===== src/rtl/dpm_defs.svh =====
// timing counts and figures for the power-mode command tracker
// assumes a 40 MHz system clock; figures are in ns or us as printed
`ifndef DPM_DEFS_SVH
`define DPM_DEFS_SVH

`define DPM_CLK_MHZ        40
`define DPM_CLK_NS         25
// least times round up to whole clocks
`define DPM_CYC_MIN(ns)    (((ns) + `DPM_CLK_NS - 1) / `DPM_CLK_NS)
`define DPM_T_RFC_NS       80
`define DPM_T_MRD_NS       10
`define DPM_T_RAS_NS       40
`define DPM_T_XSR_NS       120
`define DPM_T_DPD_US       100
`define DPM_T_DPD_EXIT_US  200
`define DPM_RFC_CYC        14'(`DPM_CYC_MIN(`DPM_T_RFC_NS))
`define DPM_MRD_CYC        14'(`DPM_CYC_MIN(`DPM_T_MRD_NS))
`define DPM_RAS_CYC        4'(`DPM_CYC_MIN(`DPM_T_RAS_NS))
`define DPM_XSR_CYC        14'(`DPM_CYC_MIN(`DPM_T_XSR_NS))
`define DPM_DPD_CYC        14'(`DPM_T_DPD_US * `DPM_CLK_MHZ)
`define DPM_DPD_EXIT_CYC   (`DPM_T_DPD_EXIT_US * `DPM_CLK_MHZ)
// half the burst length (burst of four)
`define DPM_BURST_CYC      4'h2
`define DPM_BANKS          4
// bank address of the extended mode register
`define DPM_BA_EXT         2'h2

`endif


===== src/rtl/dpm_pkg.sv =====
// types shared by the power-mode command tracker
// no assumptions beyond the defs header for widths
package dpm_pkg;

    // nine commands need a fourth bit
    typedef enum logic [3:0] {
        DPM_DESEL, DPM_NOP, DPM_ACT, DPM_RD, DPM_WR, DPM_PRE, DPM_BST, DPM_AREF, DPM_LMR
    } dpm_cmd_t;

    typedef enum logic [3:0] {
        DPM_RUN, DPM_REFRESH, DPM_MRD, DPM_PD_PRE, DPM_PD_ACT, DPM_SELF, DPM_DPD, DPM_WAIT
    } dpm_state_t;

    // command pins sampled on each rising clock edge
    typedef struct packed {
        logic       cke;
        logic       cs_n;
        logic       ras_n;
        logic       cas_n;
        logic       we_n;
        logic [1:0] ba;
        logic       a10;
    } dpm_pins_t;

    typedef struct packed {
        dpm_state_t      st;
        logic            cke_prev;
        logic [3:0]      open;
        logic [3:0][3:0] ras_cnt;
        logic            rd_act;
        logic            wr_act;
        logic [3:0]      burst_cnt;
        logic [13:0]     tmr;
        logic            reinit;
        logic            mr_seen;
        logic            err;
        logic            dq_oe_n;
        logic            dm_ignore;
    } dpm_regs_t;

endpackage


===== src/rtl/dpm_core.sv =====
// command-legality and power-state tracker of a four-bank low-power ddr memory
// assumes command pins synchronous to clk_sys; the controller drives them
// Behaviour
// - burst terminate ends only the read burst in progress, whatever bank given
// - cke fall: idle or precharge gives precharge power-down, open row active
// - during refresh, mask ignored and data lines released
// - burst terminate with cke falling enters deep power-down
// - cke high leaves deep power-down
// - mode load busy until its delay ends, then every bank idle
`timescale 1ns/100ps
`include "dpm_defs.svh"

module dpm_core #(
    parameter int T_DPD_EXIT = `DPM_DPD_EXIT_CYC
) (
    input  wire logic                clk_sys,
    input  wire logic                rst_n,
    input  wire dpm_pkg::dpm_pins_t  pins,
    output dpm_pkg::dpm_state_t      mode,
    output logic [3:0]               bank_open,
    output logic                     dq_oe_n,
    output logic                     dm_ignore,
    output logic                     cmd_err,
    output logic                     reinit_pending
);

    logic [1:0]         rst_sync_reg;
    dpm_pkg::dpm_regs_t state_reg;
    dpm_pkg::dpm_regs_t state_next;
    dpm_pkg::dpm_cmd_t  cmd;
    logic               rst_ok;

    // decode of the four command strobes
    function automatic dpm_pkg::dpm_cmd_t dpm_decode(input dpm_pkg::dpm_pins_t p);
        dpm_pkg::dpm_cmd_t c;
        c = dpm_pkg::DPM_DESEL;
        if (!p.cs_n) begin
            unique case ({p.ras_n, p.cas_n, p.we_n})
                3'h0: c = dpm_pkg::DPM_LMR;
                3'h1: c = dpm_pkg::DPM_AREF;
                3'h2: c = dpm_pkg::DPM_PRE;
                3'h3: c = dpm_pkg::DPM_ACT;
                3'h4: c = dpm_pkg::DPM_WR;
                3'h5: c = dpm_pkg::DPM_RD;
                3'h6: c = dpm_pkg::DPM_BST;
                3'h7: c = dpm_pkg::DPM_NOP;
            endcase
        end
        return c;
    endfunction

    // reset release through two flops; assertion is immediate
    always_ff @(posedge clk_sys or negedge rst_n) begin
        if (!rst_n) begin
            rst_sync_reg <= 2'h0;
        end else begin
            rst_sync_reg <= {rst_sync_reg[0], 1'b1};
        end
    end
    assign rst_ok = rst_sync_reg[1];

    assign cmd = dpm_decode(pins);

    // next-state logic of the whole tracker
    always_comb begin
        logic quiet;
        logic busy;
        quiet = (cmd == dpm_pkg::DPM_NOP) || (cmd == dpm_pkg::DPM_DESEL);
        busy  = state_reg.rd_act || state_reg.wr_act;
        state_next          = state_reg;
        state_next.err      = 1'b0;
        state_next.cke_prev = pins.cke;
        // row active timers run down in every state
        for (int b = 0; b < `DPM_BANKS; b++) begin
            if (state_reg.ras_cnt[b] != 4'h0) begin
                state_next.ras_cnt[b] = state_reg.ras_cnt[b] - 4'h1;
            end
        end
        // the data burst runs down on its own
        if (busy) begin
            state_next.burst_cnt = state_reg.burst_cnt - 4'h1;
            if (state_reg.burst_cnt == 4'h1) begin
                state_next.rd_act = 1'b0;
                state_next.wr_act = 1'b0;
            end
        end
        if (state_reg.tmr != 14'h0) begin
            state_next.tmr = state_reg.tmr - 14'h1;
        end
        unique case (state_reg.st)
            dpm_pkg::DPM_RUN: begin
                if (state_reg.cke_prev && !pins.cke) begin
                    if (cmd == dpm_pkg::DPM_BST) begin
                        // terminate under cke low means deep power-down
                        state_next.st     = dpm_pkg::DPM_DPD;
                        state_next.tmr    = `DPM_DPD_CYC;
                        state_next.open   = 4'h0;
                        state_next.reinit = 1'b1;
                        // a base mode load from before entry must not count
                        state_next.mr_seen = 1'b0;
                        state_next.rd_act = 1'b0;
                        state_next.wr_act = 1'b0;
                    end else if (cmd == dpm_pkg::DPM_AREF) begin
                        state_next.err = (state_reg.open != 4'h0) || busy;
                        state_next.st  = dpm_pkg::DPM_SELF;
                    end else begin
                        state_next.err = busy;
                        if (cmd == dpm_pkg::DPM_PRE) begin
                            state_next.open = pins.a10 ? 4'h0 :
                                (state_reg.open & ~(4'h1 << pins.ba));
                        end
                        if (cmd == dpm_pkg::DPM_ACT) begin
                            state_next.open[pins.ba] = 1'b1;
                        end
                        // mode chosen by rows left open after this edge
                        state_next.st = (state_next.open != 4'h0) ?
                            dpm_pkg::DPM_PD_ACT : dpm_pkg::DPM_PD_PRE;
                    end
                end else if (pins.cke) begin
                    unique case (cmd)
                        dpm_pkg::DPM_ACT: begin
                            state_next.open[pins.ba]    = 1'b1;
                            // loaded one short: a precharge on the edge tRAS ends is legal
                            state_next.ras_cnt[pins.ba] = `DPM_RAS_CYC - 4'h1;
                        end
                        dpm_pkg::DPM_PRE: begin
                            if (pins.a10) begin
                                state_next.err  = (state_reg.ras_cnt != '0);
                                state_next.open = 4'h0;
                            end else begin
                                state_next.err = (state_reg.ras_cnt[pins.ba] != 4'h0);
                                state_next.open[pins.ba] = 1'b0;
                            end
                        end
                        dpm_pkg::DPM_RD: begin
                            state_next.err       = !state_reg.open[pins.ba];
                            state_next.rd_act    = 1'b1;
                            state_next.wr_act    = 1'b0;
                            state_next.burst_cnt = `DPM_BURST_CYC;
                        end
                        dpm_pkg::DPM_WR: begin
                            // a read still running must be terminated first
                            state_next.err       = !state_reg.open[pins.ba] ||
                                                   state_reg.rd_act;
                            state_next.wr_act    = 1'b1;
                            state_next.rd_act    = 1'b0;
                            state_next.burst_cnt = `DPM_BURST_CYC;
                        end
                        dpm_pkg::DPM_BST: begin
                            // bank bits ignored: only the live read stops
                            state_next.rd_act = 1'b0;
                        end
                        dpm_pkg::DPM_AREF: begin
                            state_next.err = (state_reg.open != 4'h0) || busy;
                            state_next.st  = dpm_pkg::DPM_REFRESH;
                            state_next.tmr = `DPM_RFC_CYC;
                            if (state_reg.reinit && state_reg.mr_seen) begin
                                state_next.mr_seen = 1'b0;
                            end
                        end
                        dpm_pkg::DPM_LMR: begin
                            state_next.err = (state_reg.open != 4'h0) || busy;
                            state_next.st  = dpm_pkg::DPM_MRD;
                            state_next.tmr = `DPM_MRD_CYC;
                            // base mode first, then extended closes re-init
                            if (pins.ba != `DPM_BA_EXT) begin
                                state_next.mr_seen = 1'b1;
                            end else if (state_reg.mr_seen) begin
                                state_next.reinit  = 1'b0;
                                state_next.mr_seen = 1'b0;
                            end
                        end
                        default: begin
                        end
                    endcase
                end
            end
            dpm_pkg::DPM_REFRESH, dpm_pkg::DPM_MRD: begin
                // nothing but nop or deselect until the busy time ends
                state_next.err = !quiet ||
                    (state_reg.st == dpm_pkg::DPM_REFRESH && !pins.cke);
                if (state_reg.tmr <= 14'h1) begin
                    state_next.st   = dpm_pkg::DPM_RUN;
                    state_next.open = 4'h0;
                end
            end
            dpm_pkg::DPM_PD_PRE, dpm_pkg::DPM_PD_ACT: begin
                if (pins.cke) begin
                    state_next.st = dpm_pkg::DPM_RUN;
                end
            end
            dpm_pkg::DPM_SELF: begin
                if (pins.cke) begin
                    state_next.st  = dpm_pkg::DPM_WAIT;
                    state_next.tmr = (`DPM_XSR_CYC < 14'h2) ? 14'h2 : `DPM_XSR_CYC;
                end
            end
            dpm_pkg::DPM_DPD: begin
                if (pins.cke) begin
                    // leaving early is flagged but still honoured
                    state_next.err = (state_reg.tmr > 14'h1);
                    state_next.st  = dpm_pkg::DPM_WAIT;
                    state_next.tmr = 14'(T_DPD_EXIT);
                end
            end
            dpm_pkg::DPM_WAIT: begin
                state_next.err = !quiet;
                if (state_reg.tmr <= 14'h1) begin
                    state_next.st = dpm_pkg::DPM_RUN;
                end
            end
            default: begin
                state_next.st = dpm_pkg::DPM_RUN;
            end
        endcase
        // read data driven only in run; refresh keeps the bus released
        state_next.dq_oe_n   = !(state_next.rd_act && state_next.st == dpm_pkg::DPM_RUN);
        state_next.dm_ignore = !(state_next.wr_act && state_next.st == dpm_pkg::DPM_RUN);
    end

    // one register for all state
    always_ff @(posedge clk_sys or negedge rst_ok) begin
        if (!rst_ok) begin
            state_reg           <= '0;
            state_reg.st        <= dpm_pkg::DPM_RUN;
            state_reg.dq_oe_n   <= 1'b1;
            state_reg.dm_ignore <= 1'b1;
        end else begin
            state_reg <= state_next;
        end
    end

    assign mode           = state_reg.st;
    assign bank_open      = state_reg.open;
    assign dq_oe_n        = state_reg.dq_oe_n;
    assign dm_ignore      = state_reg.dm_ignore;
    assign cmd_err        = state_reg.err;
    assign reinit_pending = state_reg.reinit;
endmodule


===== config.mk =====
export PLATFORM = sky130hd
export DESIGN_NAME = dpm_core
export DESIGN_NICKNAME = d
export VERILOG_FILES = /design/src/rtl/dpm_pkg.sv /design/src/rtl/dpm_core.sv
export VERILOG_INCLUDE_DIRS = /design/src /design/src/rtl
export SDC_FILE = /design/constraint.sdc
export NUM_CORES = 1
export LEC_CHECK = 0
export ABC_AREA = 1
export BUFFER_PORTS_ARGS = -buffer_cell sky130_fd_sc_hd__buf_4
export CAP_MARGIN = 40
export CORE_MARGIN = 5
export CORE_UTILIZATION = 41
export CTS_CLUSTER_SIZE = 28
export DETAILED_ROUTE_END_ITERATION = 16
export GPL_TIMING_DRIVEN = 1
export HOLD_SLACK_MARGIN = 0.1
export PLACE_DENSITY_LB_ADDON = 0.05
export SETUP_SLACK_MARGIN = 0.5
export SLEW_MARGIN = 20
export SYNTH_ARGS = -nofsm -noshare
export SYNTH_HDL_FRONTEND = slang
export SYNTH_SLANG_ARGS = --single-unit

===== constraint.sdc =====
create_clock -name clk_sys -period 1.9 [get_ports clk_sys]
set_clock_uncertainty 0.05 [all_clocks]
set_input_delay 0.095 -clock clk_sys [delete_from_list [all_inputs] [get_ports clk_sys]]
set_output_delay 0.095 -clock clk_sys [all_outputs]
set_load 0.005 [all_outputs]

# After elaboration in Yosys (flattened, before gate mapping)
# Memory sizes are Yosys's and may differ from the RTL's.
# Index checks and enable logic that the tools add are counted.
[totals]
ff_bits = 52
mem_bits_ro = 32
output_inout_bits = 12
elab_cells = 175
mem_count = 1
[memory_table]
columns = ["name", "words", "width", "read_ports", "rd_ports_with_merged_regs", "write_ports", "line_no", "source"]
rows = [
  ["(name not given)", 8, 4, 1, 0, 0, "dpm_core.sv:38", "unique case ({p.ras_n, p.cas_n, p.we_n})"],
]
[op_classes]
addsub = 6
order_cmp = 4
eq_ne = 24
shift = 1
mux = 71
n_bitwise = 9
reduce_logical = 42
[ops]
columns = ["operator", "n"]
rows = [
  ["4-bit 2-to-1 mux", 29],
  ["16-bit 2-to-1 mux", 3],
  ["43-bit 2-to-1 mux", 1],
  ["14-bit 2-to-1 mux", 3],
  ["14-bit one-hot mux with 3 select lines", 1],
  ["4-bit by 3-bit equality test with 1-bit output (second input constant)", 8],
  ["14-bit one-hot mux with 2 select lines", 1],
  ["4-bit nonzero test", 7],
  ["4-bit one-hot mux with 2 select lines", 3],
  ["22-bit 2-to-1 mux", 1],
  ["4-bit by 1-bit subtractor with 4-bit output (second input constant)", 5],
  ["17-bit 2-to-1 mux", 1],
  ["4-bit by 2-bit equality test with 1-bit output (second input constant)", 4],
  ["4-bit one-hot mux with 4 select lines", 1],
  ["16-bit nonzero test", 1],
  ["14-bit by 1-bit greater-than comparator with 1-bit output (second input constant)", 1],
  ["14-bit by 1-bit <= comparator with 1-bit output (second input constant)", 1],
  ["14-bit nonzero test", 1],
  ["14-bit by 1-bit subtractor with 14-bit output (second input constant)", 1],
  ["12-bit bitwise AND", 1],
  ["4-bit by 1-bit equality test with 1-bit output (second input constant)", 3],
  ["4-bit zero test", 3],
  ["12-bit NOT", 1],
  ["4-bit bitwise OR", 3],
  ["other kinds (31)", 73],
]

# Longest topological paths before layout
# Gate-level depths: netlist of the first run.
[logic_depth]
ltp_word = 24
mapped_depth = 18
depth_no_buf = 18

# Worst setup path before layout of the first run
# No wires, ideal clock.
[synth_timing]
kind = "input -> register"
from = "input port pins[3] (netlist bit)"
to = "register state_reg[11] (netlist bit)"
setup_time_ns = 0.117
t_arrival_ns = 1.554
required_ns = 1.733
path_slack_ns = 0.179
cell_stages = 17
cell_sequence = "inv_1 -> ha_1 -> inv_1 -> nand2_1 -> nand2_1 -> nor2_4 -> nand2_4 -> inv_2 -> nand2_1 -> nor2_1 -> inv_2 -> nand2_1 -> o21ai_1 -> inv_2 -> nand2_1 -> o21ai_1 -> inv_1"
[synth_rtl]
columns = ["element", "line_no", "source"]
rows = [
  ["start: declaration", "dpm_core.sv:18", "input wire dpm_pkg::dpm_pins_t pins,"],
  ["end signal: assignment", "dpm_core.sv:229", "state_reg <= state_next;"],
  ["end: declaration", "dpm_core.sv:28", "dpm_pkg::dpm_regs_t state_reg;"],
]

# Worst setup path in the final report of the first run
[layout_timing]
from = "register state_reg (netlist bit mode[0])"
to = "register state_reg (netlist bit bank_open[2])"
[layout_between]
elab_chain_cells = 4
[layout_rtl]
columns = ["element", "line_no", "source"]
rows = [
  ["4-bit by 1-bit equality test with 1-bit output / 4-bit by 2-bit equality test with 1-bit output (equally long branches)", "dpm_core.sv:90", "unique case (state_reg.st)"],
  ["2-bit OR reduction", "dpm_core.sv:90", ""],
  ["2-bit inequality test (no source line) / 2-bit nonzero test (equally long branches)", "n/a", ""],
  ["5-bit AND reduction (no source line)", "n/a", ""],
]
# Several ways; a longest one is shown, not always the timed one.
# A chain may end at the register's enable or synchronous reset.

==> flow_summary.yaml, run 1 <==
outcome:
  status: "finished, final reports clean"
cts:
  numCtsBuffers: 5
  h-tree-depth: 2
  cts.clk_slew.worst_paths_ns: 0.10
  cts_num_sinks: 52
  cts_tree: "yes"
  cts_root_buffer: "clkbuf_8"
  clk_latency_ns: 0.31
  clockBufferDepth: 2
floorplan:
  initial_core_util_pct: 42.42
  die-area_mm2: 0.01049
  die_h_um: 102.4
  fp.dieW_um: 102.4
  rows: 33
  pin_count: 22
  core_region_area_mm2: 0.008258
worst_setup_path:
  endpoint_kind: "register"
  required_ns: 2.03
  cp_slowest_cell: "dfrtp_1"
  cp_data_arrival_time_ns: 1.92
  critPathMaxFanout: 6
  crit_path_max_incr_delay_ns: 0.44
  r2r.worst_path.cells: 11
  rrSetupSlack_ns: 0.11
  path_delay_family: "compound AO/OA/AOI/OAI gates"
  timing.rr.start: "mode[0]$_DFF_PN0_"
  worstSetupPathType: "reg2reg"
  cp-start-kind: "register"
  cp.buffers_inverters: 5
  r2r-end: "bank_open[2]$_DFFE_PN0P_"
  cp_cell_sequence: "inv_2 > buf_6 > nand2_4 > nor2_4 > inv_4 > a21oi_2 > inv_2 > o21ai_2 > a21boi_4 > buf_6 > o22ai_2"
detailed_routing:
  drt_wl_total_um: 9477
  antenna_left: 0
  wire_per_inst_um: 14.04
  wl_met1_um: 4235
  wl_met3_um: 244
  route.met2.wl_um: 4844
  drtIter0Drc: 104
  vias_per_cell: 5.040
  num_vias: 3402
  drc: 0
  drt_pass1_iterations: 4
  routed.top_layer: "met4"
pwr:
  p_leak_uw: 0.002431
  p_per_area_mw_per_mm2: 1272
  irDropWorstVdd_mv: 0.6172
sta:
  worstMarginPinSlew_ns: 0.6219
  rsz0062_at_grt: "true"
  setup_slack_ns: 0.1083
  period_share_pct: 94.30
  worst_hold_slack_ns: 0.1571
  final_hold_viol_count: 0
  post-route-min-period_ns: 1.792
  slew_violations: 0
  setup_viol: 0
  relSlewSlack_pct: 58.49
  max_freq_mhz: 558.1
  finalSetupTns_ns: 0
place:
  io_buffers: 21
  pre_cts_slack_ns: -0.09194
  placed_cell_area_mm2: 0.004130
  hpwl_um: 6895
  place_congestion: 0.8990
global_route:
  grt_pass1_vias: 3428
  track_usage_pct: 18.99
  antenna_found_initial: 0
  grt_overflow: 0
  grt_max_degree: 35
  grt_pass1_wl_um: 15980
final_layout:
  largest_reg_flops: 38
  nets: 589
  area_delta_synth_final_pct: 43.21
  diodes: 0
  design_area_mm2: 0.005017
  drive_gt1_share_pct: 44.04
  fill_cells: 754
  fin_util_pct: 60.76
synth:
  ys_types: 41
  yosys-top-cells-area: "dfrtp_1 36%, nand2_1 9.9%, inv_1 7.7%"
  yosys.area.top_type: "dfrtp_1"
  yosys_most_used_dff: "dfrtp_1"
  netlist_area_mm2: 0.003503
  synth_edf_count: 0
  syn-instance-count: 477
  yosys_warnings: 0
  syn_avg_cell_area_um2: 7.345
  synth_top_area_share_pct: 35.71
  synthArstFlopShare_pct: 100.0
  ys_ff_latch: 52
  syn-num-nets: 497
  ys_seq_area_share_pct: 37.21
min_path:
  hold_path_class: "reg2async"
job:
  drv_cap: 0
[cell type report]
class                      instances  area (um^2)  area share [%]
inverter                          89        364.1           7.257
timing repair buffer              95        814.5           16.23
sequential                        52         1305           26.01
tap                              105        131.4           2.618
multi-input combinational        326         2312           46.08
clock buffer                       8        90.09           1.796
[kinds of logic (layout without fill, tap and decap cells)]
kind of cell               after synthesis  after routing  share of synthesized area [%]
AOI/OAI and AO/OA                       77             77                          13.39
other                                    2              2                         0.2144
DFF                                     52             52                          37.21
and+or+nand+nor                        220            220                          29.82
adders and majority gates               10             10                          3.571
xor gates and xnor gates                17             17                          4.250
buffers and inverters                   99            192                          11.54
[layout by cell type (no fill, tap or decap), types with 5 or more instances in the layout]
| cell type | n |
|---|---|
| a21oi_2 | 6 |
| buf_6 | 15 |
| nand2_1 | 68 |
| o21ai_0 | 7 |
| a21oi_1 | 9 |
| clkbuf_8 | 6 |
| inv_2 | 26 |
| nor2_1 | 38 |
| nand4_1 | 5 |
| inv_1 | 56 |
| xnor2_1 | 5 |
| o22ai_1 | 5 |
| xor2_1 | 12 |
| o21ai_2 | 11 |
| nand2_2 | 20 |
| o211ai_1 | 8 |
| nand3_4 | 8 |
| inv_4 | 5 |
| nor2_4 | 13 |
| ha_1 | 6 |
| nor3_2 | 7 |
| nand3_1 | 19 |
| nand2_4 | 11 |
| dfrtp_1 | 49 |
| nor2_2 | 16 |
| o21ai_1 | 8 |
| buf_4 | 74 |
[worst register-to-register path, cell delays in order (launching register included)]
cell and delay [ns]:
dfrtp_1 0.44, inv_2 0.09, buf_6 0.11, nand2_4 0.06, nor2_4 0.14, inv_4 0.08, a21oi_2 0.12, inv_2 0.07
o21ai_2 0.07, a21boi_4 0.23, buf_6 0.14, o22ai_2 0.07
[metal layers]
layer	global-route usage, %	vias up
li1	-	1708
met1	24.98	1635
met2	32.47	48
met3	2.594	11
met4	5.550	0
met5	0	-
[where the power goes]
group	internal [uW]	switching, uW
clock	299	373
sequential	1580	370
combinational	1720	2040
[per-stage QoR]
stage	power, uW	std cells
2_1_floorplan	4009	477
3_3_place_gp	4762	629
3_5_place_dp	4835	629
4_1_cts	6092	668
5_1_grt	6957	675
6_report	6380	675
[worst max path at each step]
stage | from | to | slack [ns] | cells after the start
after floorplan | pins[3] | dq_oe_n$_DFF_PN1_ | 0.20 | 17
after global placement | pins[3] | dq_oe_n$_DFF_PN1_ | -0.04 | 18
after detailed placement | pins[3] | dq_oe_n$_DFF_PN1_ | -0.09 | 18
after CTS | mode[0]$_DFF_PN0_ | bank_open[2]$_DFFE_PN0P_ | 0.18 | 11
after global routing | state_reg[30]$_DFF_PN0_ | cmd_err$_DFF_PN0_ | 0.005 | 11
final | mode[0]$_DFF_PN0_ | bank_open[2]$_DFFE_PN0P_ | 0.11 | 11
[timing repair]
action | 4_1_cts | 5_1_grt
hold endpoints to repair | 3 | 0
gates resized for setup | 88 | 46
gates cloned | 0 | 0
setup buffers | 28 | 7
pin swaps | 28 | 27
setup endpoints to repair | 48 | 48
hold buffers | 3 | 0
[cell usage after synthesis (3+ instances only)]
library cell   n
nand2_2        5
a21oi_1       15
a31oi_1        5
nand4_1        5
o21ai_0       19
nand3_1       27
buf_4          8
dfrtp_1       50
nor2_1        59
xor2_1        12
a22oi_1        3
o22ai_1        9
nor2_4         4
o211ai_1       8
xnor2_1        5
ha_1          10
o21ai_1        7
nor2_2         4
nor3_1        10
inv_1         72
nand2_1       92
inv_2         17
Note: power is estimated with default switching activity, not from simulation.
==> inputs of run 2 (changes only) <==
Settings changed: CORE_UTILIZATION 41 to 32, SETUP_SLACK_MARGIN 0.5 to unset.
Clock period 1.9 ns to 1.4 ns, I/O delays scaled along.
==> flow_summary.yaml, run 2 (same netlist as run 1, synthesis figures left out) <==
worst_setup_path:
  cp-start-kind: "register"
  endpoint_kind: "register"
  worstSetupPathType: "reg2reg"
  critPathMaxFanout: 5
  cp_data_arrival_time_ns: 2.01
  required_ns: 1.58
cts:
  clk_latency_ns: 0.32
  cts_num_sinks: 52
  clockBufferDepth: 2
  cts_tree: "yes"
  cts.clk_slew.worst_paths_ns: 0.10
  numCtsBuffers: 5
  h-tree-depth: 2
  cts_root_buffer: "clkbuf_8"
floorplan:
  rows: 38
  initial_core_util_pct: 32.46
  die_h_um: 114.6
  die-area_mm2: 0.01314
  pin_count: 22
  core_region_area_mm2: 0.01079
  fp.dieW_um: 114.6
min_path:
  hold_path_class: "reg2async"
sta:
  setup_slack_ns: -0.4351
  post-route-min-period_ns: 1.835
  final_hold_viol_count: 0
  slew_violations: 0
  rsz0062_at_grt: "true"
  max_freq_mhz: 544.9
  setup_viol: 48
  period_share_pct: 131.1
pwr:
  p_per_area_mw_per_mm2: 1751
  p_leak_uw: 0.002861
  irDropWorstVdd_mv: 0.9788
  total_power_uw: 10050
place:
  placed_cell_area_mm2: 0.004895
  placed_cells: 760
  pre_cts_slack_ns: -0.6110
  place_congestion: 0.9128
  io_buffers: 21
  hpwl_um: 7786
final_layout:
  drive_gt1_share_pct: 52.13
  fin_util_pct: 53.19
  fill_cells: 1031
  design_area_mm2: 0.005741
  fin_cells: 796
  nets: 675
  mostFrequentLayoutCell: "buf_4"
  area_delta_synth_final_pct: 63.86
  largest_reg_flops: 38
  final_cell_mix: "160 x buf_4, 68 x nand2_1, 54 x inv_1"
  diodes: 0
detailed_routing:
  num_vias: 3683
  drt_pass1_iterations: 4
  drtIter0Drc: 135
  wire_per_inst_um: 13.04
  antenna_left: 0
  drt_wl_total_um: 10380
  vias_per_cell: 4.627
  drc: 0
global_route:
  met3_usage_pct: 2.590
  use_met2_pct: 29.26
  antenna_found_initial: 0
  grtUsageMet1_pct: 20.49
  busiest_layer: "met2"
  grt_pass1_wl_um: 17460
  grt_max_degree: 51
  track_usage_pct: 16.46
  grt_pass1_vias: 3708
  grt_overflow: 0
outcome:
  status: "finished, violations left"
  violations: "setup timing"
job:
  drv_cap: 0
run 2: final cells by class:
cell class	instances	area [um^2]	area share [%]
Sequential cell	52	1305	22.73
Multi-Input combinational cell	326	2328	40.56
Tap cell	140	175.2	3.051
Clock buffer	6	82.58	1.439
Clock inverter	2	10.01	0.1744
Inverter	89	366.6	6.386
Timing Repair Buffer	181	1473	25.65
run 2: per-layer routing:
metal	wire [um]	share of wire [%]	vias to the layer above
met5	0	0	-
li1	-	-	1882
met3	286	2.8	13
met1	4579	44	1741
met4	141	1.4	0
met2	5372	52	47
run 2: critical path, cell delays in order, from the launching register on:
cell	delay, ns
dfrtp_1	0.44
nor2_2	0.16
inv_2	0.07
nor2_4	0.16
buf_4	0.13
buf_6	0.08
buf_6	0.10
nand2_2	0.06
o21ai_2	0.12
inv_2	0.07
buf_12	0.13
a211oi_2	0.16
run 2: timing repair:
| action | 4_1_cts | 5_1_grt |
|---|---|---|
| hold endpoints to repair | 3 | 0 |
| buffers inserted | 15 | 10 |
| hold buffers | 3 | 0 |
| endpoints found under the setup margin | 48 | 48 |
| resized for setup | 86 | 55 |
| pin swaps | 26 | 17 |
run 2: path summary, 6_finish.rpt:
kind	slack [ns]	endpoint	cells after the start	start
worst max-delay path	-0.44	state_reg[6]$_DFF_PN0_	11	mode[2]$_DFF_PN0_
worst min-delay path	0.21	mode[1]$_DFF_PN0_	1	rst_sync_reg[1]$_DFF_PN0_
worst max register to register	-0.44	state_reg[6]$_DFF_PN0_	11	mode[2]$_DFF_PN0_
worst min register to register	0.21	mode[1]$_DFF_PN0_	1	rst_sync_reg[1]$_DFF_PN0_
max in group asynchronous	0.61	rst_sync_reg[1]$_DFF_PN0_	3	rst_n
min in group clk_sys	0.21	state_reg[33]$_DFF_PN0_	5	pins[2]
run 2: stage by stage:
stage          hold WS, ns  TNS (ns)
5_1_grt             0.2401    -16.84
4_1_cts             0.1979    -12.02
3_5_place_dp       -0.1925    -20.39
3_3_place_gp       -0.1932    -19.02
6_report            0.2099    -11.93
2_1_floorplan      -0.2756    -4.846
run 2: power by group:
| part | total [uW] | internal [uW] | switching, uW |
|---|---|---|---|
| Sequential | 2570 | 2150 | 424 |
| Combinational | 6550 | 3390 | 3160 |
| Clock | 932 | 397 | 535 |
| Total | 10100 | 5940 | 4110 |
